==> src/design/rsr_defines.svh <==
// Offsets, bit positions, reset values and sizes of the reader status registers
`ifndef RSR_DEFINES_SVH
`define RSR_DEFINES_SVH
`define RSR_OFS_STATUS1 6'h07
`define RSR_OFS_STATUS2 6'h08
`define RSR_OFS_FIFO_DATA 6'h09
`define RSR_OFS_THRESHOLD 6'h0b
`define RSR_OFS_BIT_FRAMING 6'h0d
`define RSR_B_CRC_ZERO 6
`define RSR_B_CRC_DONE 5
`define RSR_B_IRQ 4
`define RSR_B_TIMER 3
`define RSR_B_HI_ALERT 1
`define RSR_B_LO_ALERT 0
`define RSR_B_OVH_CLEAR 7
`define RSR_B_FORCE_FAST 6
`define RSR_B_CIPHER 3
`define RSR_B_LAUNCH 7
`define RSR_STATUS1_RESET 8'h21
`define RSR_STATUS2_RESET 8'h00
`define RSR_THRESHOLD_RESET 6'h08
`define RSR_FIFO_DEPTH 7'h40
`define RSR_TEMP_ALARM_DEGC 125
`endif

==> src/design/rsr_pkg.sv <==
// Types shared by the reader status register block
package rsr_pkg;
  // Codes are the values software sees in the modem state field
  typedef enum logic [2:0] {
    RSR_IDLE = 3'h0,
    RSR_WAIT_LAUNCH = 3'h1,
    RSR_TX_WAIT = 3'h2,
    RSR_TX = 3'h3,
    RSR_RX_WAIT = 3'h4,
    RSR_WAIT_DATA = 3'h5,
    RSR_RX = 3'h6
  } rsr_modem_t;

  typedef struct packed {
    logic field_s1;
    logic field_s2;
    logic cool_s1;
    logic cool_s2;
    logic [6:0] fill;
    logic [5:0] thresh;
    logic crc_zero;
    logic crc_done;
    logic ovh_clear_bit;
    logic force_fast;
    logic cipher;
    logic ovh_err;
    logic crc_err;
    rsr_modem_t modem;
    logic [7:0] wcnt;
    logic [7:0] rdata;
  } rsr_state_t;
endpackage

==> src/design/rsr_status_regs.sv <==
// Reader status registers, FIFO level alerts and modem state tracking
//
// Function
// - CRC zero-result flag, status bit 6, set when the CRC remainder is zero.
// - CRC zero-result flag reads 0 while calculating, 1 after correct completion.
// - CRC done flag, bit 5, set when a CRC compute command calculation finishes.
// - Status bit 4 is one when any enabled interrupt source is active.
// - Timer-active flag, bit 3, is one while the timer counts down.
// - In gated mode timer-active follows timer_enabled, not the gate level.
// - Nearly-full alert when 64 minus fill count is at most the threshold.
// - Nearly-empty alert when fill count is at most the threshold.
// - First status register reads 21h after reset.
// - Modem status register reads 00h after reset.
// - Writing bit 7 clears the overheat error if temperature is below 125 C.
// - Force-fast bit selects high-speed host filter; else filter follows protocol.
// - Cipher active flag set only by successful authenticate; software clears it.
// - While cipher active, card data is encrypted, standard card read/write only.
// - Modem state codes: 000 idle, 011 transmit, 101 wait data, 110 receive.
// - Modem state 001 while waiting for the transmit launch bit.
// - Modem state 010 in pre-transmit wait: minimum time, optional field wait.
// - Modem state 100 in pre-receive wait: minimum time, optional field wait.
// - Fill count rises on host data port write, falls on host read.
// - FIFO threshold is six bits, reset value 08h.
// - CRC mismatch error set when receive CRC check enabled and check fails.
`timescale 1ns/1ns
`default_nettype none
`include "rsr_defines.svh"
module rsr_status_regs #(
  parameter int WAIT_W = 8
) (
  input wire logic core_clk,
  input wire logic rst_b,
  input wire logic [5:0] reg_addr,
  input wire logic reg_wr,
  input wire logic reg_rd,
  input wire logic [7:0] reg_wdata,
  output logic [7:0] reg_rdata,
  input wire logic crc_start,
  input wire logic crc_calc_done,
  input wire logic crc_remainder_zero,
  input wire logic crc_compute_command,
  input wire logic [7:0] primary_irq_req,
  input wire logic [7:0] primary_irq_enable_reg,
  input wire logic [7:0] secondary_irq_req,
  input wire logic [7:0] secondary_irq_enable_reg,
  input wire logic timer_counting,
  input wire logic timer_enabled,
  input wire logic [1:0] timer_gate_select,
  input wire logic fifo_flush,
  input wire logic temp_below_limit,
  input wire logic overheat_detect,
  input wire logic protocol_high_speed,
  input wire logic card_authenticate_done,
  input wire logic standard_card_rw,
  input wire logic receive_crc_check_enable,
  input wire logic rx_crc_fail,
  input wire logic rx_startup,
  input wire logic transceive_active,
  input wire logic wait_for_field_flag,
  input wire logic rf_field_present,
  input wire logic [WAIT_W-1:0] transmit_wait_time_reg,
  input wire logic [WAIT_W-1:0] receive_wait_time_reg,
  input wire logic tx_done,
  input wire logic rx_started,
  input wire logic rx_done,
  output logic [6:0] fifo_fill_count,
  output logic [5:0] fifo_threshold,
  output logic [2:0] modem_state_code,
  output logic overheat_error,
  output logic crc_mismatch_error,
  output logic card_cipher_active,
  output logic cipher_encrypt_enable,
  output logic filter_high_speed
);
  import rsr_pkg::*;

  rsr_state_t s;
  rsr_state_t next_s;
  logic irq_any;
  logic timer_active_flag;
  logic fifo_nearly_full_alert;
  logic fifo_nearly_empty_alert;
  logic [6:0] space_left;
  logic [7:0] status1;
  logic [7:0] status2;
  logic wr_s1;
  logic wr_s2;
  logic launch;
  logic fifo_wr;
  logic fifo_rd;
  logic wait_done;
  logic field_ok;

  // Live flag terms feeding the status words
  assign irq_any = |(primary_irq_req & primary_irq_enable_reg) |
                   |(secondary_irq_req & secondary_irq_enable_reg);
  // Gate level deliberately not an input: only the select matters
  assign timer_active_flag = (timer_gate_select != 2'h0) ? timer_enabled
                                                         : timer_counting;
  assign space_left = `RSR_FIFO_DEPTH - s.fill;
  assign fifo_nearly_full_alert = space_left <= {1'b0, s.thresh};
  assign fifo_nearly_empty_alert = s.fill <= {1'b0, s.thresh};

  // Assembled words; reserved bits tied low
  assign status1 = {1'b0, s.crc_zero, s.crc_done, irq_any, timer_active_flag,
                    1'b0, fifo_nearly_full_alert, fifo_nearly_empty_alert};
  assign status2 = {s.ovh_clear_bit, s.force_fast, 2'h0, s.cipher, s.modem};

  // Host access decode
  assign wr_s1 = reg_wr && (reg_addr == `RSR_OFS_STATUS1);
  assign wr_s2 = reg_wr && (reg_addr == `RSR_OFS_STATUS2);
  assign launch = reg_wr && (reg_addr == `RSR_OFS_BIT_FRAMING) &&
                  reg_wdata[`RSR_B_LAUNCH];
  assign fifo_wr = reg_wr && (reg_addr == `RSR_OFS_FIFO_DATA);
  assign fifo_rd = reg_rd && (reg_addr == `RSR_OFS_FIFO_DATA);
  assign wait_done = (s.wcnt == 8'h00);
  assign field_ok = !wait_for_field_flag || s.field_s2;

  // Next state of everything
  always_comb begin
    next_s = s;
    next_s.field_s1 = rf_field_present;
    next_s.field_s2 = s.field_s1;
    next_s.cool_s1 = temp_below_limit;
    next_s.cool_s2 = s.cool_s1;
    // CRC flags: a new calculation drops both; finishing loads the zero result, and sets done only for a compute command
    if (crc_start) begin
      next_s.crc_zero = 1'b0;
      next_s.crc_done = 1'b0;
    end
    if (crc_calc_done) begin
      next_s.crc_zero = crc_remainder_zero;
      if (crc_compute_command) begin
        next_s.crc_done = 1'b1;
      end
    end
    // Fill count saturates so a stray access cannot wrap it
    if (fifo_flush) begin
      next_s.fill = 7'h00;
    end else if (fifo_wr && !fifo_rd && s.fill < `RSR_FIFO_DEPTH) begin
      next_s.fill = s.fill + 7'h01;
    end else if (fifo_rd && !fifo_wr && s.fill != 7'h00) begin
      next_s.fill = s.fill - 7'h01;
    end
    if (reg_wr && reg_addr == `RSR_OFS_THRESHOLD) begin
      next_s.thresh = reg_wdata[5:0];
    end
    // Status2 writable bits; first status word takes no writes
    if (wr_s2) begin
      next_s.ovh_clear_bit = reg_wdata[`RSR_B_OVH_CLEAR];
      next_s.force_fast = reg_wdata[`RSR_B_FORCE_FAST];
      if (!reg_wdata[`RSR_B_CIPHER]) begin
        next_s.cipher = 1'b0;
      end
      if (reg_wdata[`RSR_B_OVH_CLEAR] && s.cool_s2) begin
        next_s.ovh_err = 1'b0;
      end
    end
    // Set wins over a same-cycle clear for hardware events
    if (card_authenticate_done) begin
      next_s.cipher = 1'b1;
    end
    if (overheat_detect) begin
      next_s.ovh_err = 1'b1;
    end
    if (rx_startup) begin
      next_s.crc_err = 1'b0;
    end
    if (receive_crc_check_enable && rx_crc_fail) begin
      next_s.crc_err = 1'b1;
    end
    // Modem sequence
    if (!wait_done) begin
      next_s.wcnt = s.wcnt - 8'h01;
    end
    case (s.modem)
      RSR_IDLE: begin
        if (transceive_active) begin
          next_s.modem = RSR_WAIT_LAUNCH;
        end
      end
      RSR_WAIT_LAUNCH: begin
        if (launch) begin
          next_s.modem = RSR_TX_WAIT;
          next_s.wcnt = 8'(transmit_wait_time_reg);
        end
      end
      RSR_TX_WAIT: begin
        if (wait_done && field_ok) begin
          next_s.modem = RSR_TX;
        end
      end
      RSR_TX: begin
        if (tx_done) begin
          next_s.modem = RSR_RX_WAIT;
          next_s.wcnt = 8'(receive_wait_time_reg);
        end
      end
      RSR_RX_WAIT: begin
        if (wait_done && field_ok) begin
          next_s.modem = RSR_WAIT_DATA;
        end
      end
      RSR_WAIT_DATA: begin
        if (rx_started) begin
          next_s.modem = RSR_RX;
        end
      end
      RSR_RX: begin
        if (rx_done) begin
          next_s.modem = RSR_WAIT_LAUNCH;
        end
      end
      default: begin
        next_s.modem = RSR_IDLE;
      end
    endcase
    if (!transceive_active) begin
      next_s.modem = RSR_IDLE;
    end
    // One registered snapshot per read keeps the word coherent
    if (reg_rd) begin
      case (reg_addr)
        `RSR_OFS_STATUS1: next_s.rdata = status1;
        `RSR_OFS_STATUS2: next_s.rdata = status2;
        `RSR_OFS_THRESHOLD: next_s.rdata = {2'h0, s.thresh};
        default: next_s.rdata = 8'h00;
      endcase
    end
  end

  // State register; reset values give 21h and 00h on the status words
  always_ff @(posedge core_clk or negedge rst_b) begin
    if (!rst_b) begin
      s <= '{field_s1: 1'b0, field_s2: 1'b0, cool_s1: 1'b0, cool_s2: 1'b0,
             fill: 7'h00, thresh: `RSR_THRESHOLD_RESET, crc_zero: 1'b0,
             crc_done: 1'b1, ovh_clear_bit: 1'b0, force_fast: 1'b0,
             cipher: 1'b0, ovh_err: 1'b0, crc_err: 1'b0, modem: RSR_IDLE,
             wcnt: 8'h00, rdata: 8'h00};
    end else begin
      s <= next_s;
    end
  end

  // Outputs
  assign reg_rdata = s.rdata;
  assign fifo_fill_count = s.fill;
  assign fifo_threshold = s.thresh;
  assign modem_state_code = s.modem;
  assign overheat_error = s.ovh_err;
  assign crc_mismatch_error = s.crc_err;
  assign card_cipher_active = s.cipher;
  assign cipher_encrypt_enable = s.cipher && standard_card_rw;
  assign filter_high_speed = s.force_fast || protocol_high_speed;

  property p_crc_zero_clear;
    @(posedge core_clk) disable iff (!rst_b)
    crc_start && !crc_calc_done |=> !s.crc_zero;
  endproperty
  a_crc_zero_clear: assert property (p_crc_zero_clear)
    else $error("zero-result flag not cleared at CRC start");

  property p_crc_zero_set;
    @(posedge core_clk) disable iff (!rst_b)
    crc_calc_done && crc_remainder_zero |=> s.crc_zero;
  endproperty
  a_crc_zero_set: assert property (p_crc_zero_set)
    else $error("zero-result flag not set on zero remainder");

  property p_crc_done;
    @(posedge core_clk) disable iff (!rst_b)
    crc_calc_done && crc_compute_command |=> s.crc_done;
  endproperty
  a_crc_done: assert property (p_crc_done)
    else $error("CRC done flag missing");

  property p_irq_read;
    @(posedge core_clk) disable iff (!rst_b)
    reg_rd && reg_addr == `RSR_OFS_STATUS1 && !wr_s1 |=>
      reg_rdata[`RSR_B_IRQ] == $past(irq_any);
  endproperty
  a_irq_read: assert property (p_irq_read)
    else $error("interrupt pending bit mismatch");

  property p_alerts_read;
    @(posedge core_clk) disable iff (!rst_b)
    reg_rd && reg_addr == `RSR_OFS_STATUS1 && !wr_s1 |=>
      reg_rdata[`RSR_B_HI_ALERT] == ($past(7'h40 - s.fill) <= $past({1'b0, s.thresh})) &&
      reg_rdata[`RSR_B_LO_ALERT] == ($past(s.fill) <= $past({1'b0, s.thresh}));
  endproperty
  a_alerts_read: assert property (p_alerts_read)
    else $error("FIFO alert bits wrong");

  property p_fill_inc;
    @(posedge core_clk) disable iff (!rst_b)
    fifo_wr && !fifo_rd && !fifo_flush && s.fill < 7'h40 |=>
      s.fill == $past(s.fill) + 7'h01;
  endproperty
  a_fill_inc: assert property (p_fill_inc)
    else $error("fill count did not rise");

  property p_cipher_set;
    @(posedge core_clk) disable iff (!rst_b)
    card_authenticate_done |=> card_cipher_active;
  endproperty
  a_cipher_set: assert property (p_cipher_set)
    else $error("cipher flag not set by authenticate");

  property p_launch;
    @(posedge core_clk) disable iff (!rst_b)
    s.modem == RSR_WAIT_LAUNCH && launch && transceive_active |=>
      modem_state_code == 3'h2;
  endproperty
  a_launch: assert property (p_launch)
    else $error("launch did not enter pre-transmit wait");

  property p_overheat_clear;
    @(posedge core_clk) disable iff (!rst_b)
    wr_s2 && reg_wdata[`RSR_B_OVH_CLEAR] && s.cool_s2 && !overheat_detect |=>
      !overheat_error;
  endproperty
  a_overheat_clear: assert property (p_overheat_clear)
    else $error("overheat error not cleared");

  property p_force_fast;
    @(posedge core_clk) disable iff (!rst_b)
    wr_s2 && reg_wdata[`RSR_B_FORCE_FAST] |=> filter_high_speed;
  endproperty
  a_force_fast: assert property (p_force_fast)
    else $error("filter not forced fast");
endmodule
`default_nettype wire

==> config.mk <==
export PLATFORM = sky130hd
export DESIGN_NAME = rsr_status_regs
export DESIGN_NICKNAME = d
export VERILOG_FILES = /design/src/design/rsr_pkg.sv /design/src/design/rsr_status_regs.sv
export VERILOG_INCLUDE_DIRS = /design/src /design/src/design
export SDC_FILE = /design/constraint.sdc
export NUM_CORES = 1
export LEC_CHECK = 0
export BUFFER_PORTS_ARGS = -buffer_cell sky130_fd_sc_hd__buf_2
export CAP_MARGIN = 0
export CORE_MARGIN = 2
export CORE_UTILIZATION = 53
export DETAILED_ROUTE_END_ITERATION = 10
export PLACE_DENSITY_LB_ADDON = 0.15
export RECOVER_POWER = 50
export SKIP_CTS_REPAIR_TIMING = 1
export SLEW_MARGIN = 0
export SYNTH_ARGS = -nofsm -noshare
export SYNTH_HDL_FRONTEND = slang
export SYNTH_SLANG_ARGS = --single-unit
==> constraint.sdc <==
create_clock -name core_clk -period 8 [get_ports core_clk]
set_clock_uncertainty 0.1 [all_clocks]
set_input_delay 1.6 -clock core_clk [delete_from_list [all_inputs] [get_ports core_clk]]
set_output_delay 1.6 -clock core_clk [all_outputs]
set_load 0.02 [all_outputs]
# [Word-level counts from Yosys, hierarchy flattened]
# Cells that the tools add are included.
[totals] reg_bits=43 in_bits=89 out_inout_bits=29 wordCells=103
[op_classes] n_addsub=4 n_lt_le_gt_ge=3 n_eq_ne=18 mux=25 bitwise_logic=3 n_reduce_logical=34
[ops] op="$eq 6x4->1 const B" count=4
[ops] op="$pmux 8 s3" count=1
[ops] op="$mux 11" count=2
[ops] op="$mux 7" count=3
[ops] op="$pmux 3 s7" count=1
[ops] op="$ne 3x3->1 const B" count=6
[ops] op="$and 8x8->8" count=2
[ops] op="$pmux 8 s2" count=1
[ops] op="$reduce_or 8->1" count=2
[ops] op="$mux 3" count=5
[ops] op="$le 7x6->1" count=2
[ops] op="$logic_and 1x1->1" count=14
[ops] op="$reduce_bool 2->1" count=6
[ops] op="$eq 3x3->1 const B" count=3
[ops] op="$logic_not 8->1" count=1
[ops] op="$mux 1" count=8
[ops] op="$mux 8" count=1
[ops] op="$sub 8x1->8 const B" count=1
[ops] op="$add 7x1->7 const B" count=1
[ops] op="$lt 7x7->1 const B" count=1
[ops] op="$reduce_bool 7->1" count=1
[ops] op="$sub 7x1->7 const B" count=1
[ops] op="$sub 7x7->7 const A" count=1
[ops] op="$eq 3x2->1 const B" count=2
[ops] op="other kinds (11)" count=17

# [Longest topological paths before layout]
# Gate-level depths: netlist (run 1).
[logic_depth] ltp_word=8 mapped_depth=13

# [Least setup slack after synthesis (run 1)]
# Ideal clock, no wire load.
[synth_timing] kind="input-to-reg" startpoint="input port reg_addr[5]" endpoint="register s, in the netlist fifo_fill_count[5]" setup_time_ps=77 arrival_time_ps=3895 setup_slack_ps=3928 stages=10 n_path_buf=0 cell_sequence="or3b_4 nor4_4 nand2_1 ha_1 a21oi_1 a21boi_1 o21a_1 o21ai_0 or3b_1 a21oi_1"
[synth_via] elab_chain_len=7 word_cells_on_any_way=12 cone_classes="1 x eq/ne; 2 x mux; 9 x reduce/logical"
[synth_lines] item="from (decl)" line="rsr_status_regs.sv:33" source="input wire logic [5:0] reg_addr,"
[synth_lines] item="$eq 6x4->1 (no line) *"
[synth_lines] item="$logic_and 1x1->1" line="rsr_status_regs.sv:115" source="assign fifo_rd = reg_rd && (reg_addr == `RSR_OFS_FIFO_DATA);"
[synth_lines] item="$logic_not 1->1" line="rsr_status_regs.sv:140" source="end else if (fifo_wr && !fifo_rd && s.fill < `RSR_FIFO_DEPTH) begin"
[synth_lines] item="$logic_and 1x1->1" line="rsr_status_regs.sv:140"
[synth_lines] item="$logic_and 1x1->1 (no line)"
[synth_lines] item="$mux 7" line="rsr_status_regs.sv:140"
[synth_lines] item="$mux 7" line="rsr_status_regs.sv:138" source="if (fifo_flush) begin"
[synth_lines] item="to (signal assigned)" line="rsr_status_regs.sv:235" source="s <= '{field_s1: 1'b0, field_s2: 1'b0, cool_s1: 1'b0, cool_s2: 1'b0,"
[synth_lines] item="to (signal assigned)" line="rsr_status_regs.sv:241" source="s <= next_s;"
[synth_lines] item="to (decl)" line="rsr_status_regs.sv:77" source="rsr_state_t s;"
# Mark *: on every way between the ends. The rest lies on a longest branch, timed or not.
# A chain may end at the register's enable or synchronous reset.

# [Worst setup path after layout (run 1)]
# Same ends and word-level chain as after synthesis.

==> impl_results.md, run 1 <==
* Crit. End Element: flip-flop
* Critical Path AT at roughly 4.2 ns
* Pleak at 1.69 nW
* Antenna violations before repair at 0
* CTS tree: built
* Cell count after synthesis at 314
* First-pass GRT wire length at 11,200 µm
* Die Height at ~79 µm
* Routed wire length at roughly 6700 µm
* Pin count of the biggest net entering global routing at 44
* Post-route design area at 3500 µm²
* Filler cells at approximately 490
* Mean area per synthesized cell at 9.41 µm²
* Max IR drop VDD at 84.1 µV
* Area of the mapped netlist at slightly below 3000 µm²
* Outcome: complete, but fails checks
* Area of the core at approximately 5400 µm²
* GP Congestion at between 0.8 and 0.9
* Critical path's top delay family: simple AND/OR/NAND/NOR gates
* Vias in the first global route at approximately 2.5k
* Top cell type's share of synthesized area at about a third
* Sink Count at 43
* Routed wire per std cell at approximately 14 µm
* Fin. max-slew vios at 44
* Maxcap violations at 1
* Area Overhead vs Synth at 18.5%
* Top post-synthesis cells by area: dfrtp_1 35%, ha_1 8.0%, buf_4 6.1%
* Clock Path Buffers at 2
* Worst Path Required at between 8 and 9 ns
* Seq cells post-synth at between 40 and 50
* Synthesized Nets at 423
* First-pass DRT Iterations at 4
* Overall Global Routing Usage at a little under a quarter
* Final #Nets at ~520
* Die Wd at roughly 80 µm
* Syn. warnings at 0
* Critical path type: primary input to flip-flop
* Post-DP HPWL at ~5300 µm
* Num CTS Buffers at 5
* Register area share after synthesis at 36.5%
* Count of input and output buffers at ~120
* Crit start category: primary input
* H-tree levels at 2
* Top cell type by total area after synthesis: dfrtp_1
* Fmax at 243 MHz
* Max-Slew Margin vs Limit at -52.2%
* Ys flop type: dfrtp_1
* Critical Path Most Common Cell: a21oi_1
* Post-synth ARST share at between 90% and 100%
* Row count at 27
* Clock root buffer: clkbuf_8
* Worst Hold Class: flip-flop to flip-flop
* EDFF count, synth at 0
* Non-filler cells, final at about 480
* DRC violations left at 0
* Slowest CP cell: or3b_4
* Die ar. at ~6200 µm²
* Total gr overflow at 0
* Dpl cells at 474
* Max incr delay on CP at roughly 0.42 ns
* Fin crit share at between 50% and 60%
* Unrepaired setup endpoints after global routing: false
* Minimum clock period at about 4.1 ns
* Vias per std cell at approximately 5.5
* Skew-Pair Late Insertion Delay at 0.29 ns
* Initial core utilization at between 50% and 60%
* Total negative slack at 0 ns
* Final hold vios at 0
* N_diodes at 0
* Worst-path cell chain: buf_2, or3b_4, nor4_4, nand2_1, ha_1, a21oi_1, a21boi_1, o21a_1, o21ai_0, or3b_1, a21oi_1
* Overall power at between 0.6 and 0.7 mW
* I/O pin count at 118
* Critical-path maximum fanout at 7
* DRT antenna net count at 0
* Pwr/cell area at roughly 170 nW/µm²
* Ratio of cells with drive above 1 in the final layout at around a third
* Failing checks: capacitance limit, slew limit
* Worst Tran Pin Value at ~2.3 ns
* Final setup violation count at 0
* Initial DRC Count at about 130
* Reg clk slew, reported paths at roughly 0.080 ns
* Post-synthesis cell type count at between 50 and 60
* Vias at around 2.6k
* Area post-placement at about 3400 µm²
* Buf+Inv Stages, Crit Path at 1
-- Yosys cell counts (all sizes together) (2+ instances only) --
| cell type | number |
|---|---|
| dfstp | 2 |
| xnor2 | 9 |
| nor3b | 3 |
| nand3 | 7 |
| clkbuf | 4 |
| nand3b | 4 |
| nor2b | 5 |
| dfrtp | 41 |
| mux2 | 9 |
| inv | 17 |
| xor2 | 3 |
| o2111ai | 2 |
| a21oi | 15 |
| or3 | 4 |
| a221oi | 10 |
| mux2i | 2 |
| a21o | 3 |
| or3b | 2 |
| a32oi | 2 |
| nand4 | 2 |
| a22o | 4 |
| a211oi | 3 |
| o21a | 3 |
| nand2 | 19 |
| nand2b | 6 |
| nor3 | 7 |
| ha | 19 |
| a22oi | 9 |
| nor2 | 31 |
| o21ai | 23 |
| buf | 25 |
| nor4 | 2 |
| o31a | 3 |
-- report_power, final --
| group | internal [mW] | total, mW | switching (mW) |
|---|---|---|---|
| clock | 0.0611 | 0.134 | 0.0733 |
| combinational | 0.0829 | 0.178 | 0.0947 |
| sequential | 0.253 | 0.289 | 0.0363 |
| total | 0.397 | 0.601 | 0.204 |
-- path summary, 6_finish.rpt --
check / startpoint / endpoint / slack [ns] / cells past startpoint
setup / recovery: reg_addr[5] / fifo_fill_count[5] / 3.88 / 11
hold / removal: next_s[39] / s[39] / 0.25 / 0
setup reg to reg: fifo_fill_count[0] / fifo_fill_count[5] / 4.62 / 12
hold reg to reg: next_s[39] / s[39] / 0.25 / 0
max in group asynchronous: rst_b / fifo_fill_count[0] / 4.61 / 1
min in group asynchronous: rst_b / reg_rdata[3] / 1.87 / 1
-- metal layers --
metal | part of all wire (%) | vias up | track usage (%)
li1 | - | 1306 | -
met1 | 46 | 1260 | 29.6
met2 | 48 | 61 | 37.3
met3 | 5.2 | 4 | 5.40
met4 | 0.67 | 0 | 5.96
met5 | 0 | - | 0
-- stage by stage --
stage / hold WS [ns] / utilization [%] / setup WS, ns
3_3_place_gp: 0.232 / 62.9 / 3.65
2_1_floorplan: 0.231 / - / 3.93
4_1_cts: 0.253 / 64.5 / 3.89
5_1_grt: 0.259 / 64.3 / 3.63
3_5_place_dp: 0.235 / 62.9 / 3.60
6_report: 0.251 / 64.3 / 3.88
-- cells in the final DEF, fill, tap and decap left out, types with 10 or more instances in the layout --
cell type | Yosys | layout
nand2_1 | 19 | 19
o21ai_0 | 11 | 11
nor2_1 | 30 | 30
dfrtp_1 | 41 | 41
inv_1 | 17 | 17
o21ai_1 | 12 | 12
a21oi_1 | 14 | 14
a221oi_1 | 10 | 10
ha_1 | 19 | 19
buf_2 | 0 | 110
-- state kept, by name (all words and copies together), names as in the netlist --
register and count:
reg_rdata 8, card_cipher_active 1, crc_mismatch_error 1, s 14, fifo_fill_count 7, fifo_threshold 6
overheat_error 1, modem_state_code 3, next_s 2
-- kinds of logic after synthesis --
| family | after synthesis | share of synthesized area, % |
|---|---|---|
| buffers and inverters | 46 | 9.15 |
| AOI/OAI and AO/OA | 83 | 19.9 |
| xor gates and xnor gates | 12 | 3.56 |
| and+or+nand+nor | 99 | 18.1 |
| adders and majority gates | 20 | 8.73 |
| DFF | 43 | 36.5 |
| muxes | 11 | 4.11 |
-- final cells by class --
class / count / area (µm²) / area share [%]
Inverter: 17 / 63.8 / 1.82
Sequential cell: 43 / 1080 / 30.8
Multi-Input combinational cell: 225 / 1610 / 45.9
Clock inverter: 2 / 12.5 / 0.358
Tap cell: 72 / 90.1 / 2.57
Clock buffer: 6 / 72.6 / 2.07
Timing Repair Buffer: 117 / 577 / 16.5
(Power assumes the default switching activity.)
==> run 2, diff against run 1 <==
--- a/config.mk
+++ b/config.mk
@@ -9,7 +9,7 @@
 export BUFFER_PORTS_ARGS = -buffer_cell sky130_fd_sc_hd__buf_2
 export CAP_MARGIN = 0
 export CORE_MARGIN = 2
-export CORE_UTILIZATION = 53
+export CORE_UTILIZATION = 49
 export DETAILED_ROUTE_END_ITERATION = 10
 export PLACE_DENSITY_LB_ADDON = 0.15
 export RECOVER_POWER = 50
==> constraint.sdc (replaced) <==
create_clock -name core_clk -period 4.05 [get_ports core_clk]
set_clock_uncertainty 0.1 [all_clocks]
set_input_delay 0.81 -clock core_clk [delete_from_list [all_inputs] [get_ports core_clk]]
set_output_delay 0.81 -clock core_clk [all_outputs]
set_load 0.02 [all_outputs]
==> run 2 against run 1 <==
The run still ends with capacitance limit, slew limit left. Sequential share of layout area about the same. Utilization shrank 4.9 points. Critical path depth increased by 1.
==> impl_results.md, run 2 (synthesized netlist as in run 1, its figures left out) <==
* Crit. End Element: flip-flop
* Count of input and output buffers at 117 (unchanged)
* GP Congestion at 0.859 (-0.44%)
* Antenna violations before repair at 0 (unchanged)
* Internal cell power at 0.783 mW (+97%)
* Critical-path maximum fanout at 7 (unchanged)
* Reg clk slew, reported paths at 0.09 ns (about the same)
* Minimum clock period at 3.49 ns
* Initial core utilization at 50.2% (-4.1 points)
* Clock Path Buffers at 2 (unchanged)
* Fmax at 287 MHz
* Die ar. at 6670 µm² (+7.7%)
* Final #Nets at 518 (unchanged)
* Setup slack, reg-to-reg at 0.56 ns (-4.06 ns)
* Sink Count at 43 (unchanged)
* Reg power frac at 48.0% (about the same)
* Die Wd at 81.6 µm (+3.8%)
* Overall Global Routing Usage at 22.0% (-0.57 points)
* Total gr overflow at 0 (unchanged)
* First-pass GRT wire length at 11,500 µm (+2.3%)
* Pin count of the biggest net entering global routing at 44 (unchanged)
* Pwr/cell area at 340 nW/µm² (+98%)
* Overall power at 1.19 mW (+98%)
* Initial DRC Count at 124 (-0.80%)
* Final hold vios at 0 (unchanged)
* Pleak at 1.68 nW (-0.44%)
* N_diodes at 0 (unchanged)
* Worst Tran Pin Value at 2.29 ns (+0.00310 ns)
* Worst Hold Class: flip-flop to flip-flop
* Final setup margin at 0.561 ns (-3.32 ns)
* Worst Path Required at 4.17 ns (-3.95 ns)
* Combinational power share at 29.3% (-0.3 points)
* CTS tree: built
* Die Height at 81.6 µm (+3.8%)
* Fin. max-slew vios at 44 (unchanged)
* Vias in the first global route at 2,417 (-3.4%)
* Dpl cells at 477 (+0.63%)
* Routed wire length at 6890 µm (+2.5%)
* Vias per std cell at 5.46 (about the same)
* Total negative slack at 0 ns (unchanged)
* Commonest non-fill, non-tap cell in the layout: buf_2
* DRC violations left at 0 (unchanged)
* Max IR drop VDD at 220 µV (+160%)
* Unrepaired setup endpoints after global routing: false
* Reg with most FFs: s
* Failing checks: capacitance limit, slew limit
* Post-Place Worst Slack at 0.375 ns (-3.23 ns)
* H-tree levels at 2 (unchanged)
* Critical Path AT at 3.61 ns (-0.62 ns)
* Clk pwr share at 22.7% (+0.3 points)
* I/O pin count at 118 (unchanged)
* Ratio of cells with drive above 1 in the final layout at 31.2% (-0.49 points)
* Hold slack at 0.246 ns (-0.00417 ns)
* Row count at 28 (+3.7%)
* Filler cells at 549 (+13%)
* DRT antenna net count at 0 (unchanged)
* Maxcap violations at 1 (unchanged)
* Max-Slew Margin vs Limit at -52.4% (-0.21 points)
* Clock root buffer: clkbuf_8
* Critical path type: flip-flop to flip-flop
* Area Overhead vs Synth at 18.5% (about the same)
* Outcome: complete, but fails checks
* Most frequent cells in the layout: 108 x buf_2, 41 x dfrtp_1, 30 x nor2_1, 19 x nand2_1, 19 x ha_1
* Final setup violation count at 0 (unchanged)
* Num CTS Buffers at 5 (unchanged)
* Non-filler cells, final at 485 (+0.62%)
* Routed wire per std cell at 14.2 µm (+1.8%)
* Vias at 2,647 (+0.61%)
* Largest register FFs at 14 (unchanged)
* Post-DP HPWL at 5390 µm (+1.7%)
* Fin crit share at roughly 86%
* Switching Share at 34.2% (+0.21 points)
* Sw power at 0.407 mW (+99%)
* Crit start category: flip-flop
* Skew-Pair Late Insertion Delay at 0.30 ns (about the same)
* Area of the core at 5890 µm² (+8.2%)
* First-pass DRT Iterations at 4 (unchanged)
[run 2: cell count changes in the layout (fill, tap and decap cells not counted)]
cell	before	now
clkbuf_1	8	10
buf_2	110	108
o21ai_0	11	12
o21ai_1	12	11
[run 2: routing by layer]
layer	wire length [µm]	global-route usage, %	vias up
li1	-	-	1306
met1	3160	30.8	1267
met2	3380	36.2	67
met3	290	3.08	7
met4	56	4.83	0
met5	0	0	-
[run 2: worst paths after layout]
kind                               startpoint            endpoint  cells after the start
setup reg to reg           fifo_fill_count[0]  fifo_fill_count[5]                     12
hold reg to reg                    next_s[39]               s[39]                      0
hold / removal                     next_s[39]               s[39]                      0
max in group asynchronous               rst_b        reg_rdata[1]                      1
min in group asynchronous               rst_b  card_cipher_active                      1
setup / recovery           fifo_fill_count[0]  fifo_fill_count[5]                     12
[run 2: final cells by class]
class	instances	area, µm²	share of cell area (%)
inverters	17	63.8	1.82
multi-input cells	225	1610	45.9
clock inverters	2	12.5	0.357
well taps	75	93.8	2.68
clock buffers	6	72.6	2.07
flip-flops and latches	43	1080	30.8
repair buffers	117	574	16.4
[run 2: through the flow]
step | instance area [µm²] | util (%)
floorplan | 2950 | -
finish | 3500 | 59.5
detailed placement | 3430 | 58.2
global placement | 3430 | 58.2
CTS | 3510 | 59.7
global route | 3500 | 59.5
[run 2: critical path, cell delays in order (launching register included)]
cell	delay (ns)
dfrtp_1	0.44
inv_1	0.15
ha_1	0.30
or3_1	0.35
o31ai_2	0.27
nand2_1	0.25
ha_1	0.39
a21oi_1	0.21
a21boi_1	0.11
o21a_1	0.18
o21ai_0	0.15
or3b_1	0.38
a21oi_1	0.15
[run 2: power by group through the flow]
stage,clock network [mW],registers [mW],logic [mW]
final,0.270,0.571,0.349
after global routing,0.295,0.579,0.398
after CTS,0.279,0.570,0.353
after detailed placement,0,0.578,0.352
after global placement,0,0.574,0.343
after floorplan,0,0.553,0.271
